### config.mk
export PLATFORM = sky130hd
export DESIGN_NAME = qce_encoder
export DESIGN_NICKNAME = d
export VERILOG_FILES = /design/src/pkg/qce_pkg.sv /design/src/pkg/qce_sym_if.sv /design/src/verilog/qce_sym_buffer.sv /design/src/verilog/qce_encoder.sv
export SDC_FILE = /design/constraint.sdc
export NUM_CORES = 1
export LEC_CHECK = 0
export BUFFER_PORTS_ARGS = -buffer_cell sky130_fd_sc_hd__buf_2
export CAP_MARGIN = 20
export CORE_ASPECT_RATIO = 0.9
export CORE_MARGIN = 2
export CORE_UTILIZATION = 60
export CTS_BUF_LIST = sky130_fd_sc_hd__clkbuf_8 sky130_fd_sc_hd__clkbuf_16
export CTS_CLUSTER_SIZE = 10
export DETAILED_ROUTE_END_ITERATION = 8
export GPL_TIMING_DRIVEN = 0
export PLACE_DENSITY = 0.79
export SETUP_SLACK_MARGIN = 0.1
export SLEW_MARGIN = 30
export SYNTH_ARGS = -nofsm -noshare
export SYNTH_HDL_FRONTEND = slang
export SYNTH_SLANG_ARGS = --single-unit
### constraint.sdc
create_clock -name clock -period 16.4 [get_ports clock]
set_clock_uncertainty 0.1 [all_clocks]
set_input_delay 2.46 -clock clock [delete_from_list [all_inputs] [get_ports clock]]
set_output_delay 2.46 -clock clock [all_outputs]
set_load 0.01 [all_outputs]
### src/pkg/qce_pkg.sv
// constants and types shared by the constellation encoder files
package qce_pkg;

  // ------------------------------------------------------------
  // constellation sizes and coordinate widths
  // ------------------------------------------------------------
  localparam int QCE_M_MIN = 1;
  localparam int QCE_M_MAX = 12;
  localparam int QCE_CNT_W = 4;
  localparam int QCE_GRP_W = 12;
  localparam int QCE_MAG_W = 7;
  localparam int QCE_COORD_W = 8;
  localparam int QCE_CHAIN_MAX = 5;

  // ------------------------------------------------------------
  // bit positions inside a group (b1 is the first bit received)
  // ------------------------------------------------------------
  localparam int QCE_SQ_MIN_M = 4;
  localparam int QCE_SQ_I_START = 3;
  localparam int QCE_SQ_Q_OFFSET = 2;
  localparam int QCE_CROSS_MIN_M = 5;
  localparam int QCE_CROSS_BASE = 5;
  localparam int QCE_CROSS_X_START = 6;
  localparam int QCE_SEC_B3 = 2;
  localparam int QCE_SEC_B4 = 3;
  localparam int QCE_SEC_B5 = 4;
  localparam int QCE_CROSS_COLS = 3;

  // ------------------------------------------------------------
  // quadrant codes (first..fourth) and differential steps
  // ------------------------------------------------------------
  localparam logic [1:0] QCE_QUAD_FIRST = 2'h0;
  localparam logic [1:0] QCE_QUAD_SECOND = 2'h1;
  localparam logic [1:0] QCE_QUAD_THIRD = 2'h2;
  localparam logic [1:0] QCE_QUAD_FOURTH = 2'h3;
  localparam logic [1:0] QCE_STEP_KEEP = 2'h0;
  localparam logic [1:0] QCE_STEP_FWD = 2'h1;
  localparam logic [1:0] QCE_STEP_HALF = 2'h2;
  localparam logic [1:0] QCE_STEP_BACK = 2'h3;

  // ------------------------------------------------------------
  // output buffer
  // ------------------------------------------------------------
  localparam int QCE_BUF_DEPTH = 2;
  localparam logic [1:0] QCE_BUF_FULL = 2'h2;

  // transmit clock source; zero is the safe local oscillator
  typedef enum logic [1:0] {
    QCE_SRC_LOCAL,
    QCE_SRC_NETWORK,
    QCE_SRC_LOOP
  } qce_clk_src_t;

  typedef struct packed {
    logic signed [QCE_COORD_W-1:0] i;
    logic signed [QCE_COORD_W-1:0] q;
  } qce_sym_t;

endpackage

### src/pkg/qce_sym_if.sv
// symbol handshake between the encoder core and its output buffer
interface qce_sym_if;
  logic in_valid;
  logic in_ready;
  qce_pkg::qce_sym_t in_data;
  logic out_valid;
  logic out_ready;
  qce_pkg::qce_sym_t out_data;

  modport fifo (
    input in_valid,
    input in_data,
    input out_ready,
    output in_ready,
    output out_valid,
    output out_data
  );

  modport user (
    output in_valid,
    output in_data,
    output out_ready,
    input in_ready,
    input out_valid,
    input out_data
  );
endinterface

### src/verilog/qce_sym_buffer.sv
// two-entry symbol buffer with valid/ready on both sides
module qce_sym_buffer (
  input wire logic clock,
  input wire logic rst_n,
  qce_sym_if.fifo port
);

  typedef struct packed {
    qce_pkg::qce_sym_t [qce_pkg::QCE_BUF_DEPTH-1:0] slot;
    logic wr_ptr;
    logic rd_ptr;
    logic [1:0] count;
  } qce_buf_state_t;

  qce_buf_state_t st;
  qce_buf_state_t next_st;
  logic push;
  logic pop;

  // ------------------------------------------------------------
  // handshakes straight from the occupancy count
  // ------------------------------------------------------------
  assign port.in_ready = (st.count != qce_pkg::QCE_BUF_FULL);
  assign port.out_valid = (st.count != 2'h0);
  assign port.out_data = st.slot[st.rd_ptr];
  assign push = port.in_valid && port.in_ready;
  assign pop = port.out_valid && port.out_ready;

  // write, read and count; simultaneous push and pop keeps the count
  always_comb begin
    next_st = st;
    if (push) begin
      next_st.slot[st.wr_ptr] = port.in_data;
      next_st.wr_ptr = ~st.wr_ptr;
    end
    if (pop) begin
      next_st.rd_ptr = ~st.rd_ptr;
    end
    case ({push, pop})
      2'b10: next_st.count = st.count + 2'h1;
      2'b01: next_st.count = st.count - 2'h1;
      default: next_st.count = st.count;
    endcase
  end

  always_ff @(posedge clock) begin
    if (!rst_n) begin
      st <= '0;
    end else begin
      st <= next_st;
    end
  end
endmodule

### src/verilog/qce_encoder.sv
// serial-bit to I/Q constellation encoder with transmit clock source selection
//
// Summary of operation
// - bits arrive serially, first bit is b1, and each run of M bits becomes one symbol in order.
// - every symbol leaves as one in-phase and one quadrature coordinate side by side.
// - the first bits of a group give a quadrant step from the previous symbol, not a fixed quadrant.
// - with M=1 a 0 keeps the quadrant and a 1 steps two quadrants, first to third or second to fourth and back.
// - with M>1 the pair 00 keeps, 10 steps forward one, 11 steps two, 01 steps back one.
// - from M=4 up the bits after the quadrant pair pick the point inside the quadrant; sizes 1..3 stay at the unit point.
// - square sizes take I as a chained run from b3 to b(M/2+1) ending in a 1.
// - square sizes take Q as a chained run from b(M/2+2) to bM ending in a 1.
// - cross sizes split the quadrant into eight sections chosen by b3 b4 b5.
// - each section has a fixed row, column, horizontal flip and vertical flip.
// - cross sizes above 5 place the point in a section by two chained runs ending in a 1.
// - the second, third and fourth quadrants are the first rotated by 90, 180 and 270 degrees.
// - on the network side the transmit clock follows the network clock, else the local one.
// - on the remote side the transmit clock is loop-timed, falling back to the local one when lost.
module qce_encoder (
  input wire logic clock,
  input wire logic rst_n,
  input wire logic bit_data,
  input wire logic bit_valid,
  output logic bit_ready,
  input wire logic [3:0] m_size,
  input wire logic network_side_transceiver,
  input wire logic network_clock_ok,
  input wire logic recovered_clock_ok,
  output logic [1:0] clk_src,
  output logic [7:0] sym_i,
  output logic [7:0] sym_q,
  output logic sym_valid,
  input wire logic sym_ready
);

  // ------------------------------------------------------------
  // helpers
  // ------------------------------------------------------------

  // out-of-range sizes fall back to one bit per symbol
  function automatic logic [3:0] qce_m_eff(input logic [3:0] m);
    if ((m < 4'(qce_pkg::QCE_M_MIN)) || (m > 4'(qce_pkg::QCE_M_MAX))) begin
      qce_m_eff = 4'h1;
    end else begin
      qce_m_eff = m;
    end
  endfunction

  // chained coordinate: len bits from b(start), each folded into the last, then a 1
  function automatic logic [6:0] qce_chain(input logic [11:0] g, input int start, input int len);
    logic [6:0] v;
    logic x;
    v = 7'h00;
    x = 1'b0;
    for (int k = 0; k < qce_pkg::QCE_CHAIN_MAX; k++) begin
      if (k < len) begin
        x = (k == 0) ? g[start - 1] : (x ^ g[start - 1 + k]);
        v = {v[5:0], x};
      end
    end
    qce_chain = {v[5:0], 1'b1};
  endfunction

  // section code -> {row, column, horizontal flip, vertical flip}
  function automatic logic [5:0] qce_section(input logic [2:0] code);
    case (code)
      3'h0: qce_section = {2'h0, 2'h0, 1'b0, 1'b0};
      3'h1: qce_section = {2'h0, 2'h1, 1'b0, 1'b1};
      3'h3: qce_section = {2'h0, 2'h2, 1'b0, 1'b1};
      3'h4: qce_section = {2'h1, 2'h0, 1'b1, 1'b0};
      3'h5: qce_section = {2'h1, 2'h1, 1'b1, 1'b1};
      3'h7: qce_section = {2'h1, 2'h2, 1'b1, 1'b1};
      3'h6: qce_section = {2'h2, 2'h0, 1'b1, 1'b0};
      3'h2: qce_section = {2'h2, 2'h1, 1'b1, 1'b1};
      default: qce_section = 6'h00;
    endcase
  endfunction

  // section offset: index times section width, index is 0..2
  function automatic logic [6:0] qce_offset(input logic [1:0] idx, input logic [6:0] width);
    case (idx)
      2'h1: qce_offset = width;
      2'h2: qce_offset = {width[5:0], 1'b0};
      default: qce_offset = 7'h00;
    endcase
  endfunction

  function automatic logic [7:0] qce_abs(input logic signed [7:0] v);
    qce_abs = v[7] ? 8'(-v) : 8'(v);
  endfunction

  // ------------------------------------------------------------
  // state
  // ------------------------------------------------------------
  typedef struct packed {
    logic [11:0] grp;
    logic [3:0] cnt;
    logic [3:0] m_cur;
    logic [1:0] quad;
    logic pend;
    logic [3:0] pend_m;
    qce_pkg::qce_sym_t pend_sym;
    logic [1:0] role_sync;
    logic [1:0] net_sync;
    logic [1:0] rx_sync;
    qce_pkg::qce_clk_src_t src;
  } qce_enc_state_t;

  qce_enc_state_t st;
  qce_enc_state_t next_st;

  qce_sym_if ifc ();

  logic take;
  logic is_last;
  logic [3:0] m_now;
  logic [11:0] g_full;
  logic [1:0] step;
  logic [1:0] new_quad;
  logic [6:0] mag_x;
  logic [6:0] mag_y;
  qce_pkg::qce_sym_t new_sym;

  // ------------------------------------------------------------
  // bit intake
  // ------------------------------------------------------------

  // size is sampled on a group's first bit so a change never splits a symbol
  assign m_now = (st.cnt == 4'h0) ? qce_m_eff(m_size) : st.m_cur;
  // a held symbol stalls intake only while the buffer is also full
  assign bit_ready = !st.pend || ifc.in_ready;
  assign take = bit_valid && bit_ready;
  assign is_last = (st.cnt == (m_now - 4'h1));

  // group as it stands once the incoming bit is placed; b1 sits at index 0
  always_comb begin
    g_full = st.grp;
    g_full[st.cnt] = bit_data;
  end

  // ------------------------------------------------------------
  // symbol mapping
  // ------------------------------------------------------------

  // differential quadrant step from the leading bit or bit pair
  always_comb begin
    if (m_now == 4'h1) begin
      step = g_full[0] ? qce_pkg::QCE_STEP_HALF : qce_pkg::QCE_STEP_KEEP;
    end else begin
      case ({g_full[0], g_full[1]})
        2'b10: step = qce_pkg::QCE_STEP_FWD;
        2'b11: step = qce_pkg::QCE_STEP_HALF;
        2'b01: step = qce_pkg::QCE_STEP_BACK;
        default: step = qce_pkg::QCE_STEP_KEEP;
      endcase
    end
    new_quad = st.quad + step;
  end

  // first-quadrant magnitudes; sizes 1..3 and 2 stay at the unit point
  always_comb begin
    int half_len;
    int odd_len;
    logic [6:0] loc_x;
    logic [6:0] loc_y;
    logic [6:0] width;
    logic [5:0] sec;
    half_len = 0;
    odd_len = 0;
    loc_x = 7'h01;
    loc_y = 7'h01;
    width = 7'h02;
    sec = 6'h00;
    mag_x = 7'h01;
    mag_y = 7'h01;
    if ((m_now >= 4'(qce_pkg::QCE_SQ_MIN_M)) && !m_now[0]) begin
      half_len = int'(m_now) / 2 - 1;
      mag_x = qce_chain(g_full, qce_pkg::QCE_SQ_I_START, half_len);
      mag_y = qce_chain(g_full, int'(m_now) / 2 + qce_pkg::QCE_SQ_Q_OFFSET, half_len);
    end else if ((m_now >= 4'(qce_pkg::QCE_CROSS_MIN_M)) && m_now[0]) begin
      odd_len = (int'(m_now) - qce_pkg::QCE_CROSS_BASE) / 2;
      loc_x = qce_chain(g_full, qce_pkg::QCE_CROSS_X_START, odd_len);
      loc_y = qce_chain(g_full, odd_len + qce_pkg::QCE_CROSS_X_START, odd_len);
      width = 7'h01 << (odd_len + 1);
      sec = qce_section({g_full[qce_pkg::QCE_SEC_B3], g_full[qce_pkg::QCE_SEC_B4],
                         g_full[qce_pkg::QCE_SEC_B5]});
      // mirroring inside a section keeps odd points odd: w - x with x odd
      if (sec[1]) begin
        loc_x = width - loc_x;
      end
      if (sec[0]) begin
        loc_y = width - loc_y;
      end
      mag_x = qce_offset(sec[3:2], width) + loc_x;
      mag_y = qce_offset(sec[5:4], width) + loc_y;
    end
  end

  // rotate the first-quadrant point counter-clockwise into its quadrant
  always_comb begin
    logic signed [7:0] px;
    logic signed [7:0] py;
    px = {1'b0, mag_x};
    py = {1'b0, mag_y};
    case (new_quad)
      qce_pkg::QCE_QUAD_SECOND: begin
        new_sym.i = -py;
        new_sym.q = px;
      end
      qce_pkg::QCE_QUAD_THIRD: begin
        new_sym.i = -px;
        new_sym.q = -py;
      end
      qce_pkg::QCE_QUAD_FOURTH: begin
        new_sym.i = py;
        new_sym.q = -px;
      end
      default: begin
        new_sym.i = px;
        new_sym.q = py;
      end
    endcase
  end

  // ------------------------------------------------------------
  // next state: intake, hand-off to the buffer, clock source
  // ------------------------------------------------------------
  always_comb begin
    next_st = st;
    next_st.role_sync = {st.role_sync[0], network_side_transceiver};
    next_st.net_sync = {st.net_sync[0], network_clock_ok};
    next_st.rx_sync = {st.rx_sync[0], recovered_clock_ok};
    if (st.pend && ifc.in_ready) begin
      next_st.pend = 1'b0;
    end
    if (take) begin
      next_st.m_cur = m_now;
      if (is_last) begin
        next_st.grp = 12'h000;
        next_st.cnt = 4'h0;
        next_st.quad = new_quad;
        next_st.pend = 1'b1;
        next_st.pend_m = m_now;
        next_st.pend_sym = new_sym;
      end else begin
        next_st.grp = g_full;
        next_st.cnt = st.cnt + 4'h1;
      end
    end
    // the remote side goes loop-timed as soon as the synced recovered clock is good, else local
    if (st.role_sync[1]) begin
      next_st.src = st.net_sync[1] ? qce_pkg::QCE_SRC_NETWORK : qce_pkg::QCE_SRC_LOCAL;
    end else begin
      next_st.src = st.rx_sync[1] ? qce_pkg::QCE_SRC_LOOP : qce_pkg::QCE_SRC_LOCAL;
    end
  end

  always_ff @(posedge clock) begin
    if (!rst_n) begin
      st <= '0;
    end else begin
      st <= next_st;
    end
  end

  // ------------------------------------------------------------
  // output buffer and ports
  // ------------------------------------------------------------
  assign ifc.in_valid = st.pend;
  assign ifc.in_data = st.pend_sym;
  assign ifc.out_ready = sym_ready;
  assign sym_valid = ifc.out_valid;
  assign sym_i = ifc.out_data.i;
  assign sym_q = ifc.out_data.q;
  assign clk_src = st.src;

  qce_sym_buffer u_buffer (
    .clock(clock),
    .rst_n(rst_n),
    .port(ifc.fifo)
  );
endmodule

==> run summary, run 1 <==
Setup TNS Final = 0 ps
Hpwl dp = 19,100 um
Worst VDD drop = 84.1 uV
Port bufs = 29
Synth unique cells = 99
FF+latch count, synth = 83
CP max-delay cell = a21oi_1
Sequential area share after synthesis = 0.188
Maximum fanout along the worst path = 10
Synth Instances = 1,138
Post-Syn Area = 8850 um2
Setup Crit Path Kind = in2reg
Min-delay worst type = reg2reg
Synth area leader = dfxtp_1
Synth Flop Type = dfxtp_1
Tcrit/Tclk final = 0.727
GP Congestion = 0.972
Pin count of the biggest net entering global routing = 16
Vias in the first global route = 7,888
Slew @ Worst Pin = 1080 ps
Top cells by area, synth = dfxtp_1, ha_1, nand2_1
Min cycle time layout = 11,920 ps
Global route total overflow = 0
Pwr dens = 127 nW/um2
Die Span X = 132 um
Max_cap viols = 0
Overall routing resource usage = 0.311
Most frequent cells in the layout = nand2_1, a21oi_1, nor2_1
Worst-Skew Late Latency = 340 ps
Clk sinks = 83
Commonest non-fill, non-tap cell in the layout = nand2_1
CTS Root Cell = clkbuf_16
Die Ht = 119 um
Core ar. = 14,600 um2
Setup Buffers After CTS = 0
Die Area = 15,700 um2
Fill cells = 1,309
Final Hold Vio Count = 0
WL final = 24,600 um
Share of the synthesized area in the top cell type = 0.188
Routed Antenna Nets = 0
Crit. End Element = register
Maximum clock path buffer count = 2
Run status = complete, no violations
Avg Synthesized Cell Area = 7.78 um2
Crit start category = input port
Nets = 1,251
Slowest cell delay on critical path = 610 ps
Fraction of registers with async set/reset = 0
Post_cts resized = 0
Final Max Tran Viols = 0
Post-DR vias/cell = 6.34
Num CTS Buffers = 9
Initial detailed-routing violation count = 903
Num rows = 42
Layout cells sized above 1 = 0.128
Synthesized Nets = 1,209
Final setup vio count = 0
Worst-path clk slew = 60 ps
First-pass GRT wire length = 39,900 um
Critical path arrival = 12,050 ps
Synth-to-Final Area Change = 8.04%
# diodes = 0
IO Pins = 32
Max-slew headroom = 0.272
P_leak = 0.00381 uW
Tot Pwr = 1210 uW
Post-synth EDFFs = 0
Unrepaired setup endpoints after global routing = no
Initial antenna violation count = 0
Vias = 8,766
Wire per inst = 17.8 um
Initial Util = 0.608
DRT Pass-1 Iters = 5
Hold Buf Count CTS = 0
FMAX = 0.0839 GHz
Drt drc = 0
Most used cell, CP = xnor2_1
CTS tree = built
Ys Warns = 0
H-Tree Level Count = 3
Critical Path RT = 16,530 ps
registers in the layout, indices dropped and copies added, names as in the netlist:
signal,cells
ifc.in_data,16
clk_src,2
ifc.in_valid,1
next_st,3
u_buffer.st,36
st,25
per-stage QoR:
step	area (um2)	utilization	hold WS (ps)	instances	setup slack, ps
floorplan	8850	-	282	1138	5950
global placement	9250	0.635	290	1365	4510
detailed placement	9290	0.638	299	1367	4400
CTS	9570	0.657	308	1383	4710
global route	9570	0.657	327	1383	3720
finish	9570	0.657	304	1383	4480
cell type report:
cell class	count	area, um2	share of cell area
well taps	198	248	0.0259
clock inverters	7	51.3	0.00536
multi-input cells	945	6750	0.705
clock buffers	9	225	0.0235
plain buffers	74	342	0.0357
flip-flops and latches	83	1660	0.174
inverters	36	138	0.0144
repair buffers	31	155	0.0162
final timing paths:
kind,from,end,slack [ps],cells after the start
worst min register to register,st[7],clk_src[1],300,1
worst min-delay path,st[7],clk_src[1],300,1
worst max register to register,st[35],ifc.in_data[14],5790,45
worst max-delay path,m_size[3],ifc.in_data[14],4480,44
worst max-delay path: cells and delay by family:
| family | cells | cell delay, ps |
|---|---|---|
| XOR/XNOR | 9 | 1990 |
| multiplexers | 2 | 500 |
| AND/OR/NAND/NOR | 11 | 1980 |
| buffers and inverters | 6 | 1160 |
| AO/OA/AOI/OAI | 11 | 2710 |
| adder cells (fa/ha/maj) | 5 | 1240 |
cells in the mapped netlist (6+ instances only):
| library cell | number |
|---|---|
| dfxtp_1 | 83 |
| a31oi_1 | 7 |
| xnor2_1 | 38 |
| and3_1 | 10 |
| mux2i_1 | 41 |
| a22o_1 | 13 |
| nand4_1 | 7 |
| nor4_1 | 11 |
| nor3_1 | 26 |
| nand3_1 | 25 |
| buf_2 | 12 |
| nor2_1 | 93 |
| a21o_1 | 14 |
| or2_2 | 6 |
| and2_1 | 23 |
| a311oi_1 | 8 |
| nor3b_1 | 6 |
| a21oi_1 | 99 |
| nand2b_1 | 9 |
| nor2b_1 | 9 |
| clkbuf_1 | 53 |
| or3_1 | 11 |
| o31ai_1 | 8 |
| o21ai_0 | 48 |
| o21ai_1 | 6 |
| mux2_2 | 27 |
| a211oi_1 | 15 |
| inv_1 | 31 |
| ha_1 | 55 |
| xor2_1 | 26 |
| o211ai_1 | 6 |
| nand3b_1 | 10 |
| mux4_2 | 12 |
| nand2_1 | 153 |
metal layers:
metal / wire length [um] / vias to the layer above / GRT usage
met1: 11200 / 4127 / 0.459
li1: - / 4245 / -
met4: 320 / 0 / 0.0652
met2: 10500 / 360 / 0.461
met5: 0 / - / 0
met3: 2530 / 34 / 0.0694
cell families (layout without fill, tap and decap cells):
family / count (synthesis) / after routing / synth area share
and+or+nand+nor: 422 / 422 / 0.234
AOI/OAI and AO/OA: 310 / 310 / 0.242
buffers and inverters: 110 / 157 / 0.0541
muxes: 85 / 85 / 0.120
DFF: 83 / 83 / 0.188
xor gates and xnor gates: 69 / 69 / 0.0748
adders and majority gates: 59 / 59 / 0.0868
where the power goes:
part / switching [uW] / total [uW] / internal (uW)
registers: 10.8 / 222 / 212
logic: 493 / 803 / 310
clock network: 84.5 / 188 / 103
Power figures use the tool's default switching activity.
==> run 2, diff against run 1 <==
--- a/config.mk
+++ b/config.mk
@@ -5,11 +5,12 @@
 export SDC_FILE = /design/constraint.sdc
 export NUM_CORES = 1
 export LEC_CHECK = 0
+export ABC_AREA = 1
 export BUFFER_PORTS_ARGS = -buffer_cell sky130_fd_sc_hd__buf_2
 export CAP_MARGIN = 20
 export CORE_ASPECT_RATIO = 0.9
 export CORE_MARGIN = 2
-export CORE_UTILIZATION = 60
+export CORE_UTILIZATION = 58
 export CTS_BUF_LIST = sky130_fd_sc_hd__clkbuf_8 sky130_fd_sc_hd__clkbuf_16
 export CTS_CLUSTER_SIZE = 10
 export DETAILED_ROUTE_END_ITERATION = 8
==> constraint.sdc (replaced) <==
create_clock -name clock -period 9.7 [get_ports clock]
set_clock_uncertainty 0.1 [all_clocks]
set_input_delay 1.455 -clock clock [delete_from_list [all_inputs] [get_ports clock]]
set_output_delay 1.455 -clock clock [all_outputs]
set_load 0.01 [all_outputs]
==> run 2 against run 1 <==
Power rose by 69%. Via count is 1.2% higher. Count of clock-buffer cells in the layout unchanged. Synthesized area shrank 7.5%. Highest routed layer unchanged.
==> run summary, run 2 <==
CP max-delay cell = ha_2
Max-slew headroom = 0.509 (+0.237)
Overall routing resource usage = 0.295 (-0.0153)
First-pass GRT wire length = 36,300 um (-9.0%)
Met1 global-route usage = 0.428 (-0.0315)
Most used cell, CP = nand2_1
Fraction of registers with async set/reset = 0 (unchanged)
Nets = 1,485 (+19%)
Worst-Skew Late Latency = 340 ps (about the same)
Avg Synthesized Cell Area = 5.97 um2 (-23%)
Drt drc = 0 (unchanged)
Min cycle time layout = 8940 ps
Finished Cell Area = 8950 um2 (-6.5%)
Sequential area share after synthesis = 0.203 (+0.0153)
Most flop-heavy register = u_buffer.st
Bufs and invs on worst path = 6 (unchanged)
Initial antenna violation count = 0 (unchanged)
Ys Warns = 0 (unchanged)
Worst-path clk slew = 60 ps (about the same)
Num CTS Buffers = 9 (unchanged)
Maximum clock path buffer count = 2 (unchanged)
Synth unique cells = 49 (-51%)
Synth area leader = dfxtp_1
Tcrit/Tclk final = 0.922
DRT Pass-1 Iters = 5 (unchanged)
Synth top cells by count = nand2_1, inv_1, nand3_1, nor2_1, o21ai_0
Die Ht = 117 um (-2.1%)
# diodes = 0 (unchanged)
CP top delay family = simple AND/OR/NAND/NOR gates
Max reg flops = 36 (unchanged)
Final setup vio count = 0 (unchanged)
GP Congestion = 0.987 (+1.5%)
FMAX = 0.112 GHz
Synth Flop Type = dfxtp_1
Final Hold Vio Count = 0 (unchanged)
Post-DR vias/cell = 5.50 (-13%)
IO Pins = 32 (unchanged)
Initial Util = 0.589 (-0.0193)
Placed inst area = 8580 um2 (-7.6%)
P_leak = 0.00432 uW (+14%)
CTS tree = built
Core ar. = 13,900 um2 (-4.5%)
Critical path arrival = 9080 ps (-2970 ps)
Synthesized Nets = 1,442 (+19%)
Vias = 8,874 (+1.2%)
Wire per inst = 13.8 um (-22%)
Slowest cell delay on critical path = 380 ps (-230 ps)
Share of the synthesized area in the top cell type = 0.203 (+0.0153)
Vias in the first global route = 7,712 (-2.2%)
Crit start category = input port
Pin count of the biggest net entering global routing = 16 (unchanged)
Hold Buf Count CTS = 0 (unchanged)
Clk sinks = 83 (unchanged)
Global route total overflow = 0 (unchanged)
Hpwl dp = 17,200 um (-9.8%)
Initial detailed-routing violation count = 811 (-10%)
Synth Instances = 1,371 (+20%)
Layout cells sized above 1 = 0.0923 (-0.0360)
Most frequent cells in the layout = nand2_1, inv_1, nand3_1
Commonest non-fill, non-tap cell in the layout = nand2_1
Synth-to-Final Area Change = 9.28%
Most frequent cell after synthesis = nand2_1
Met3 GRT Util = 0.0421 (-0.0272)
Busiest grt layer = met2
Final Max Tran Viols = 0 (unchanged)
WL final = 22,200 um (-9.4%)
Unrepaired setup endpoints after global routing = no
Setup Crit Path Kind = in2reg
Port bufs = 31 (+6.9%)
Die Area = 15,100 um2 (-4.2%)
FF+latch count, synth = 83 (unchanged)
Min-delay worst type = reg2reg
H-Tree Level Count = 3 (unchanged)
Setup TNS Final = 0 ps (unchanged)
Fill cells = 1,347 (+2.9%)
Post-Syn Area = 8190 um2 (-7.5%)
GRT met2 Usage = 0.466 (+0.00468)
Die Span X = 129 um (-2.1%)
Post-synth EDFFs = 0 (unchanged)
Maximum fanout along the worst path = 7 (-3)
Pwr dens = 230 nW/um2 (+81%)
Max_cap viols = 0 (unchanged)
Slew @ Worst Pin = 729 ps (-349 ps)
Critical Path RT = 9840 ps (-6690 ps)
Top cells by area, synth = dfxtp_1, nand2_1, ha_1
Worst VDD drop = 153 uV (+82%)
CTS Root Cell = clkbuf_16
Num rows = 41 (-2.4%)
Crit. End Element = register
Run status = complete, no violations
Routed Antenna Nets = 0 (unchanged)
==> run 2: changes by cell type after synthesis, moves of 27 or more <==
cell,change
mux2_2,-27
xnor2_1,-30
o21ai_0,+75
nand2_1,+216
nand3_1,+106
inv_1,+148
a21oi_1,-32
mux2i_1,-37
nor2_1,+38
==> run 2: per-layer routing <==
layer	up-vias	routed length (um)
li1	4526	-
met1	4005	10700
met2	306	9840
met3	37	1400
met4	0	335
met5	-	0
==> run 2: final cells by class <==
type / count / area, um2 / area share
buffer: 40 / 174 / 0.0194
clock buffer: 9 / 225 / 0.0252
clock inverter: 7 / 76.3 / 0.00853
inverter: 193 / 726 / 0.0811
multi-input combinational: 1055 / 5680 / 0.635
sequential: 83 / 1660 / 0.186
tap: 193 / 241 / 0.0270
timing repair buffer: 32 / 163 / 0.0182
==> run 2: worst reg2reg max path: cells and delay by family (launching register included) <==
kind	cells	cell delay [ps]
xor+xnor	4	1030
compound gates	6	960
fa+ha+maj	6	1750
flops	1	430
buf+inv	7	770
simple gates	26	3430
==> run 2: repair_timing <==
action	in CTS	in global routing
gates resized for setup	0	11
setup endpoints to repair	0	7
setup buffers	0	1
==> run 2: where the power goes <==
group          leakage (uW)  internal [uW]  switching, uW
logic               0.00351            440            901
clock network      0.000142            200            141
registers          0.000673            361           13.1
==> run 2: worst paths after layout <==
| kind | start | to | slack [ps] | cells past startpoint |
|---|---|---|---|---|
| max | m_size[1] | ifc.in_data[15] | 760 | 49 |
| min | next_st[3] | st[3] | 310 | 2 |
| max reg2reg | st[35] | ifc.in_data[15] | 1170 | 49 |
| min reg2reg | next_st[3] | st[3] | 310 | 2 |
==> run 2: logic make-up after synthesis <==
logic type      Yosys count  share of synthesized area
mux                       4                    0.00489
simple gates            706                      0.383
compound gates          257                      0.170
buf+inv                 233                      0.110
xor+xnor                 29                     0.0361
flops                    83                      0.203
fa+ha+maj                59                     0.0938
==> run 2: per-stage QoR <==
stage          instances  hold slack, ps  power (uW)   util  setup WS (ps)
3_3_place_gp        1595             292        1650  0.617            390
2_1_floorplan       1371             290        1400      -           1600
5_1_grt             1612             325        2240  0.644           21.0
4_1_cts             1611             312        2020  0.639            502
6_report            1612             311        2060  0.644            761
3_5_place_dp        1595             298        1680  0.617            180
